**src/core/poll_chan_params.svh**
```systemverilog
`ifndef POLL_CHAN_PARAMS_SVH
`define POLL_CHAN_PARAMS_SVH
`define DIAG_HANDSHAKE 4'h0
`define DIAG_SENT 4'h1
`define DIAG_GOOD_RX 4'h2
`define DIAG_UNDELIV 4'h3
`define DIAG_RESEND 4'h4
`define DIAG_NORM_LAST 4'h5
`define DIAG_NORM_PEAK 4'h6
`define DIAG_BAD_PKT 4'h7
`define DIAG_FIRST_EOT 4'h8
`define DIAG_DUP_PKT 4'h9
`define DIAG_PRIO_LAST 4'hA
`define DIAG_CARRIER 4'hB
`define DIAG_MODEM_LOSS 4'hC
`define DIAG_PRIO_PEAK 4'hD
`define DIAG_WORDS 14
`define BIT_CTS 0
`define BIT_RTS 1
`define BIT_DSR 2
`define BIT_DCD 3
`define BIT_DTR 4
`define TICK_MS 100
`define CLK_MHZ 200
`define TICK_CYCLES (`TICK_MS * 1000 * `CLK_MHZ)
`define BROADCAST_ADDR 8'hFF
`define FIRST_INDEX 8'h01
`endif

```
**src/core/poll_chan_pkg.sv**
```systemverilog
package poll_chan_pkg;
	typedef struct packed
	{
		logic sent;
		logic resend;
		logic good_rx;
		logic undeliverable;
		logic bad_packet;
		logic duplicate;
		logic first_poll_eot;
	} event_type;
	typedef struct packed
	{
		logic dtr;
		logic rts;
		logic dcd;
		logic dsr;
		logic cts;
	} lines_type;
	typedef enum logic [3:0]
	{
		pick_st = 4'h1,
		poll_st = 4'h2,
		wait_st = 4'h4,
		next_st = 4'h8
	} poll_state_type;
endpackage

```
**src/core/poll_chan_status.sv**
```systemverilog
`include "poll_chan_params.svh"
// Contract
// Count low-to-high edges of synchronised carrier detect in word 11.
// Count low-to-high edges of modem lost flag in word 12.
// Count every transmitted message, retries included, in word 1.
// Count error-free received messages in word 2.
// Count undeliverable messages in word 3.
// Count resent messages in word 4.
// Count received packets identical to previous one in word 9.
// Count EOT answers to first poll of a station in word 8.
// Count incorrect received data packets in word 7.
// Time normal list scans in 100 ms; keep last and peak.
// Time priority list scans in 100 ms; keep last and peak.
// Word 0 shows HANDSHAKE_LINE_STATES live on bits 4..0.
// Clear request zeroes all counters together.
// Software writes station total into list word 0.
// Device writes current poll index into list word 1; the code keeps it in norm_idx/prio_idx and never writes list word 1.
// Stations sit from list word 2 onward, polled in stored order.
// Software stores octal station addresses converted correctly.
// One active bit per station, station 0 at bit 0.
// Newer variant clears all active bits at reset.
// Legacy variant sets all active bits; clears on poll failure.
// Broadcast address 377 octal is never polled as a station.
// Retry poll up to retry count; then mark station inactive.
// Poll group count of normal stations, then back to priority.
// Counters are 16 bits and wrap to zero.
// After last entry the poll index returns to one.
module poll_chan_status #(
	parameter int TICK_CYCLES = `TICK_CYCLES,
	parameter int LIST_WORDS = 64,
	parameter int STATIONS = 256,
	parameter bit LEGACY = 1'b0
)(
	input wire logic core_clk,
	input wire logic rst,
	input wire logic [3:0] reg_addr,
	input wire logic reg_wr,
	input wire logic reg_rd,
	input wire logic [15:0] reg_wdata,
	output logic [15:0] reg_rdata,
	input wire logic clear_req,
	input wire logic dcd_pin,
	input wire logic dsr_pin,
	input wire logic cts_pin,
	input wire logic dtr_out,
	input wire logic rts_out,
	input wire logic modem_lost,
	input wire poll_chan_pkg::event_type events,
	input wire logic [3:0] retry_limit,
	input wire logic [7:0] group_count,
	input wire logic list_wr,
	input wire logic list_prio,
	input wire logic [5:0] list_addr,
	input wire logic [15:0] list_wdata,
	input wire logic [7:0] act_addr,
	output logic act_bit,
	output logic poll_req,
	output logic [7:0] poll_station,
	input wire logic poll_ok,
	input wire logic poll_fail,
	output logic [7:0] norm_index,
	output logic [7:0] prio_index
);
	typedef logic [15:0] cnt_type;
	typedef struct packed
	{
		logic [1:0] dcd_s;
		logic [1:0] dsr_s;
		logic [1:0] cts_s;
		logic dcd_q;
		logic lost_q;
		cnt_type [`DIAG_WORDS-1:0] diag;
		logic [31:0] tick;
		cnt_type norm_time;
		cnt_type prio_time;
		poll_chan_pkg::poll_state_type st;
		logic in_prio;
		logic [7:0] group_done;
		logic [3:0] tries;
		logic [7:0] norm_idx;
		logic [7:0] prio_idx;
		logic [STATIONS-1:0] active;
		logic req;
		logic [7:0] station;
		logic [15:0] rdata;
	} state_type;
	state_type cur, next_cur;
	logic [15:0] norm_list [LIST_WORDS];
	logic [15:0] prio_list [LIST_WORDS];
	logic [15:0] n_total, p_total, cur_entry;
	logic [7:0] idx;
	logic tick_hit;
	always_ff @(posedge core_clk)
	begin
		if (list_wr && list_prio)
			prio_list[list_addr] <= list_wdata;
		else if (list_wr)
			norm_list[list_addr] <= list_wdata;
	end
	assign n_total = norm_list[0];
	assign p_total = prio_list[0];
	assign idx = cur.in_prio ? cur.prio_idx : cur.norm_idx;
	assign cur_entry = cur.in_prio ? prio_list[6'(idx + 8'h01)]
		: norm_list[6'(idx + 8'h01)];
	assign tick_hit = (cur.tick == 32'(TICK_CYCLES - 1));
	function automatic cnt_type bump(input cnt_type v, input logic ev);
		bump = ev ? cnt_type'(v + 16'h0001) : v;
	endfunction
	always_comb
	begin
		logic [15:0] total;
		logic wrap;
		total = 16'h0000;
		wrap = 1'b0;
		next_cur = cur;
		next_cur.dcd_s = {cur.dcd_s[0], dcd_pin};
		next_cur.dsr_s = {cur.dsr_s[0], dsr_pin};
		next_cur.cts_s = {cur.cts_s[0], cts_pin};
		next_cur.dcd_q = cur.dcd_s[1];
		next_cur.lost_q = modem_lost;
		next_cur.diag[`DIAG_HANDSHAKE] = {11'h000, dtr_out, cur.dcd_s[1],
			cur.dsr_s[1], rts_out, cur.cts_s[1]};
		next_cur.diag[`DIAG_CARRIER] = bump(cur.diag[`DIAG_CARRIER],
			cur.dcd_s[1] && !cur.dcd_q);
		next_cur.diag[`DIAG_MODEM_LOSS] = bump(cur.diag[`DIAG_MODEM_LOSS],
			modem_lost && !cur.lost_q);
		next_cur.diag[`DIAG_SENT] = bump(cur.diag[`DIAG_SENT],
			events.sent || events.resend);
		next_cur.diag[`DIAG_GOOD_RX] = bump(cur.diag[`DIAG_GOOD_RX],
			events.good_rx);
		next_cur.diag[`DIAG_UNDELIV] = bump(cur.diag[`DIAG_UNDELIV],
			events.undeliverable);
		next_cur.diag[`DIAG_RESEND] = bump(cur.diag[`DIAG_RESEND],
			events.resend);
		next_cur.diag[`DIAG_DUP_PKT] = bump(cur.diag[`DIAG_DUP_PKT],
			events.duplicate);
		next_cur.diag[`DIAG_FIRST_EOT] = bump(cur.diag[`DIAG_FIRST_EOT],
			events.first_poll_eot);
		next_cur.diag[`DIAG_BAD_PKT] = bump(cur.diag[`DIAG_BAD_PKT],
			events.bad_packet);
		next_cur.tick = tick_hit ? 32'h0000_0000 : cur.tick + 32'h0000_0001;
		next_cur.norm_time = bump(cur.norm_time, tick_hit);
		next_cur.prio_time = bump(cur.prio_time, tick_hit);
		next_cur.req = 1'b0;
		total = cur.in_prio ? p_total : n_total;
		wrap = (16'(idx) >= total);
		case (cur.st)
			poll_chan_pkg::pick_st:
			begin
				if (total == 16'h0000 || total > 16'(LIST_WORDS - 2))
				begin
					next_cur.in_prio = !cur.in_prio;
					next_cur.group_done = 8'h00;
				end
				else if (cur_entry[7:0] == `BROADCAST_ADDR ||
					(!cur.in_prio && !cur.active[cur_entry[7:0]] && !LEGACY))
					next_cur.st = poll_chan_pkg::next_st;
				else
				begin
					next_cur.station = cur_entry[7:0];
					next_cur.req = 1'b1;
					next_cur.tries = 4'h0;
					next_cur.st = poll_chan_pkg::wait_st;
				end
			end
			poll_chan_pkg::poll_st:
			begin
				next_cur.req = 1'b1;
				next_cur.st = poll_chan_pkg::wait_st;
			end
			poll_chan_pkg::wait_st:
			begin
				if (poll_ok)
				begin
					next_cur.active[cur.station] = 1'b1;
					if (!cur.in_prio)
						next_cur.group_done = cur.group_done + 8'h01;
					next_cur.st = poll_chan_pkg::next_st;
				end
				else if (poll_fail && cur.tries < retry_limit)
				begin
					next_cur.tries = cur.tries + 4'h1;
					next_cur.st = poll_chan_pkg::poll_st;
				end
				else if (poll_fail)
				begin
					next_cur.active[cur.station] = 1'b0;
					next_cur.st = poll_chan_pkg::next_st;
				end
			end
			poll_chan_pkg::next_st:
			begin
				next_cur.st = poll_chan_pkg::pick_st;
				if (cur.in_prio)
				begin
					next_cur.prio_idx = wrap ? `FIRST_INDEX
						: cur.prio_idx + 8'h01;
					if (wrap)
					begin
						next_cur.diag[`DIAG_PRIO_LAST] = cur.prio_time;
						if (cur.prio_time > cur.diag[`DIAG_PRIO_PEAK])
							next_cur.diag[`DIAG_PRIO_PEAK] = cur.prio_time;
						next_cur.prio_time = 16'h0000;
						next_cur.in_prio = 1'b0;
						next_cur.group_done = 8'h00;
					end
				end
				else
				begin
					next_cur.norm_idx = wrap ? `FIRST_INDEX
						: cur.norm_idx + 8'h01;
					if (wrap)
					begin
						next_cur.diag[`DIAG_NORM_LAST] = cur.norm_time;
						if (cur.norm_time > cur.diag[`DIAG_NORM_PEAK])
							next_cur.diag[`DIAG_NORM_PEAK] = cur.norm_time;
						next_cur.norm_time = 16'h0000;
					end
					if (wrap || next_cur.group_done >= group_count)
						next_cur.in_prio = 1'b1;
				end
			end
			default:
				next_cur.st = poll_chan_pkg::pick_st;
		endcase
		if (clear_req)
		begin
			for (int i = 1; i < `DIAG_WORDS; i++)
				next_cur.diag[i] = 16'h0000;
		end
		next_cur.rdata = 16'h0000;
		if (reg_rd && 32'(reg_addr) < `DIAG_WORDS)
			next_cur.rdata = cur.diag[reg_addr];
	end
	always_ff @(posedge core_clk)
	begin
		if (rst)
		begin
			cur <= '0;
			cur.st <= poll_chan_pkg::pick_st;
			cur.in_prio <= 1'b1;
			cur.norm_idx <= `FIRST_INDEX;
			cur.prio_idx <= `FIRST_INDEX;
			cur.active <= LEGACY ? '1 : '0;
		end
		else
			cur <= next_cur;
	end
	assign reg_rdata = cur.rdata;
	assign act_bit = cur.active[act_addr];
	assign poll_req = cur.req;
	assign poll_station = cur.station;
	assign norm_index = cur.norm_idx;
	assign prio_index = cur.prio_idx;
	chk_carrier_edge: assert property (@(posedge core_clk) disable iff (rst)
		cur.dcd_s[1] && !cur.dcd_q && !clear_req |=>
		cur.diag[`DIAG_CARRIER] == $past(cur.diag[`DIAG_CARRIER]) + 16'h0001)
		else $error("carrier count missed");
	chk_sent_count: assert property (@(posedge core_clk) disable iff (rst)
		events.resend && !clear_req |=>
		cur.diag[`DIAG_SENT] == $past(cur.diag[`DIAG_SENT]) + 16'h0001)
		else $error("resend not counted as sent");
	chk_clear_all: assert property (@(posedge core_clk) disable iff (rst)
		clear_req |=> cur.diag[`DIAG_RESEND] == 16'h0000 &&
		cur.diag[`DIAG_BAD_PKT] == 16'h0000)
		else $error("clear failed");
	chk_index_range: assert property (@(posedge core_clk) disable iff (rst)
		cur.norm_idx != 8'h00 && cur.prio_idx != 8'h00)
		else $error("poll index zero");
	chk_no_broadcast: assert property (@(posedge core_clk) disable iff (rst)
		poll_req |-> poll_station != `BROADCAST_ADDR)
		else $error("broadcast polled");
	chk_fail_inactive: assert property (@(posedge core_clk) disable iff (rst)
		cur.st == poll_chan_pkg::wait_st && poll_fail && !poll_ok &&
		cur.tries >= retry_limit |=> !cur.active[$past(cur.station)])
		else $error("station not marked inactive");
	chk_peak_order: assert property (@(posedge core_clk) disable iff (rst)
		$rose(cur.st == poll_chan_pkg::pick_st) |->
		cur.diag[`DIAG_NORM_PEAK] >= cur.diag[`DIAG_NORM_LAST])
		else $error("peak below last");
	chk_read_lat: assert property (@(posedge core_clk) disable iff (rst)
		reg_rd && reg_addr == `DIAG_HANDSHAKE |=>
		reg_rdata == $past(cur.diag[`DIAG_HANDSHAKE]))
		else $error("read data wrong");
	cov_poll: cover property (@(posedge core_clk) poll_req ##[1:20] poll_ok);
	cov_retry: cover property (@(posedge core_clk)
		cur.st == poll_chan_pkg::poll_st);
	cov_wrap: cover property (@(posedge core_clk)
		$fell(cur.norm_idx == 8'h02));
endmodule

```
**config.mk**
```make
export PLATFORM = sky130hd
export DESIGN_NAME = poll_chan_status
export DESIGN_NICKNAME = d
export VERILOG_FILES = /design/src/core/poll_chan_pkg.sv /design/src/core/poll_chan_status.sv
export VERILOG_INCLUDE_DIRS = /design/src /design/src/core
export SDC_FILE = /design/constraint.sdc
export NUM_CORES = 2
export LEC_CHECK = 0
export ABC_AREA = 0
export BUFFER_PORTS_ARGS = -buffer_cell sky130_fd_sc_hd__buf_2
export CAP_MARGIN = 20
export CORE_MARGIN = 5
export CORE_UTILIZATION = 55
export DETAILED_ROUTE_END_ITERATION = 12
export GPL_ROUTABILITY_DRIVEN = 0
export GPL_TIMING_DRIVEN = 1
export PLACE_DENSITY = 0.71
export SETUP_SLACK_MARGIN = 0.15
export SLEW_MARGIN = 25
export SYNTH_ARGS = -nofsm -noshare
export SYNTH_HDL_FRONTEND = slang
export SYNTH_SLANG_ARGS = --single-unit
```
**constraint.sdc**
```tcl
create_clock -name core_clk -period 7.4 [get_ports core_clk]
set_input_delay 0.37 -clock core_clk [delete_from_list [all_inputs] [get_ports core_clk]]
set_output_delay 0.37 -clock core_clk [all_outputs]
set_load 0.1 [all_outputs]
```
==> results.toml <==
[worst_hold_path]
hold_path_class = "primary input to flip-flop"
hp-start = "retry_limit[3]"
whs_path_depth = 6
hold_end = "cur[311]"

[global_routing]
grt.busiest_layer = "met2"
use_met2_pct = 44.6
grt_max_degree = 187
grt_usage_pct = 29.3
grt.overflow.total = 0
met3_usage_pct = 7.25
grt_pass1_vias = 49500
antenna_found_initial = 14
use_met1_pct = 40.5
grt_pass1_wl_um = 315000

[sta]
slew_headroom_pct = 17.6
final_hold_viol_count = 0
max_freq_ghz = 0.142
post-route-min-period_ns = 7.05
slew_viol_final = 0
fin_setup_tns_ns = 0
skew_ns = 0.0394
period_share_pct = 95.3
finalSetupViolCount = 0
tightestPinTransition_ns = 1.23
rsz0062_at_grt = "no"

[power_and_ir_drop]
pwr-share-seq_pct = 52.0
power.switching_mw = 4.03
power_frac_comb_pct = 3.0
p_int_mw = 14.7
sw_frac_of_total_pct = 21.5
p_total_mw = 18.7
p_per_area_nw_per_um2 = 229
p_leak_nw = 26.9
peakVddDrop_uv = 217
clock_power_share_pct = 45.0

[floorplan]
core_sq_um = 133000
rows = 134
die_area_sq_um = 142000
die_w_um = 376
die_y_um = 376
ios = 126
start_util_pct = 55.3

[cts]
clock_sinks = 1638
cts_buffers = 167
path_clk_slew_ns = 0.06
cts_tree = "built"
cts.htree.levels = 4
clockBufferDepth = 3
cts_root_buf = "clkbuf_16"
insertion_delay_ns = 0.82

[logic_synthesis]
synth_top_cell_area_share_pct = 42.3
ys_types = 99
synth.area.top_cells = "edfxtp_1 42%, dfxtp_1 16%, mux4_2 10%"
synth_top_area_cell = "edfxtp_1"
seq_area_frac_synth_pct = 58.6
ys.flop_type = "edfxtp_1"
synth_area_sq_um = 73800
synth_edf_count = 1040
async_flop_share_pct = 0
syn_area_per_cell_sq_um = 12.4
synthCells = 5962
ys_ff_latch = 1638
synth_nets = 6114
yosys_warnings = 0

[critical_path]
critPathArrivalTime_ns = 7.74
path_cells = "buf_4, buf_4, and4b_1, o21ai_1, nand2_1, buf_4, nor2_1, a32o_1, nor2_1, a221oi_1, nand2_1, a2111oi_0, o21ai_0, o2bb2ai_1, o211ai_2, a211o_1, a31oi_1, a311oi_1"
crit_fanout = 29
r2r_end = "poll_station[7]"
critical_path.most_common_cell = "buf_4"
r2r-start = "cur[309]"
critical_path_class = "flip-flop to flip-flop"
cp_slowest_stage_delay_ns = 0.67
r2r_slack_ns = 0.35
crit_slowest_cell = "a2111oi_0"
cp-end-kind = "flip-flop"
cp-start-kind = "flip-flop"
cp.required_ns = 8.09
reg2regPathDepth = 18

[detailed_routing]
ant_nets = 0
num_vias = 52100
vias_per_cell = 6.64
dr.first_iter.drc_count = 7199
drt_wl_total_um = 212000
first_pass_iters = 8
post-route-drc-count = 0
wire_per_inst_um = 27.1

[place]
post-dp-hpwl_um = 134000
io_buffers = 108

[layout]
drive_gt1_share_pct = 15.8
final_common_cell = "edfxtp_1"
final_nets = 6094
final_cell_mix = "1040 x edfxtp_1, 597 x dfxtp_1, 555 x nor2_1"
synthToLayoutAreaGrowth_pct = 10.8

[run_status]
status = "finished, final reports clean"

[flow_run]
cap_violations = 0
[cell usage after synthesis, types with 97 or more instances]
| cell | n |
|---|---|
| a21oi_1 | 362 |
| clkbuf_1 | 281 |
| dfxtp_1 | 598 |
| edfxtp_1 | 1040 |
| inv_1 | 105 |
| mux2i_1 | 273 |
| mux4_2 | 339 |
| nand2_1 | 382 |
| nand3_1 | 419 |
| nand4_1 | 97 |
| nor2_1 | 579 |
| nor3_1 | 107 |
| o21ai_0 | 325 |
| xor2_1 | 139 |
[cells by family after synthesis]
family	count (synthesis)	share of synthesized area (%)
mux	657	14.8
fa+ha+maj	68	1.15
xor+xnor	197	2.35
buf+inv	570	3.46
compound gates	971	7.86
simple gates	1861	11.8
flops	1638	58.6
[power groups by stage]
stage	registers [mW]	logic, mW	clock network [mW]
6_report	9.75	0.560	8.42
5_1_grt	9.74	0.585	8.90
4_1_cts	9.75	0.544	8.48
3_5_place_dp	9.94	0.532	0
3_3_place_gp	9.94	0.516	0
2_1_floorplan	9.94	0.300	0
[per-layer routing]
layer | share of wire [%] | vias up
met5 | 0.036 | -
met4 | 4.9 | 10
met3 | 12 | 682
met2 | 45 | 3338
met1 | 39 | 25700
li1 | - | 22400
[final cells by class]
cell class | instances | area, sq um
Antenna cell | 10 | 25.0
Inverter | 108 | 413
Clock buffer | 228 | 4630
Fill cell | 10300 | 51700
Sequential cell | 1638 | 43200
Timing Repair Buffer | 273 | 2170
Multi-Input combinational cell | 3754 | 28300
Clock inverter | 75 | 816
Tap cell | 1768 | 2210
[per-stage QoR]
step | std cells | instance area (sq um) | utilization, % | hold WS (ns) | setup WS (ns)
detailed placement | 7507 | 75900 | 56.8 | 0.422 | 0.671
global route | 7846 | 81700 | 61.2 | 0.0584 | 0.176
CTS | 7837 | 81600 | 61.1 | 0.0152 | 0.628
global placement | 7503 | 75800 | 56.8 | 0.423 | 0.799
finish | 7854 | 81800 | 61.3 | 0.0674 | 0.347
floorplan | 5962 | 73800 | - | 0.414 | 1.04
[worst max-delay path by stage]
stage	startpoint	end	slack, ns	cells past startpoint
floorplan	cur[309]	cur[299]	1.04	26
global placement	cur[309]	poll_station[6]	0.80	19
detailed placement	cur[309]	poll_station[7]	0.67	19
CTS	cur[309]	poll_station[7]	0.63	19
global route	cur[309]	poll_station[2]	0.18	18
finish	cur[309]	poll_station[7]	0.35	18
[critical path, delay by kind of cell, from the launching register on]
family | cells | cell delay (ns)
flops | 1 | 0.50
compound gates | 10 | 3.73
simple gates | 5 | 1.58
buf+inv | 3 | 1.07
[repair_timing]
item	in CTS	in global routing
endpoints found under the hold margin	150	1
resized for setup	0	0
endpoints found under the setup margin	0	1
setup buffers	0	4
hold buffers	27	1
Power figures use the tool's default switching activity.
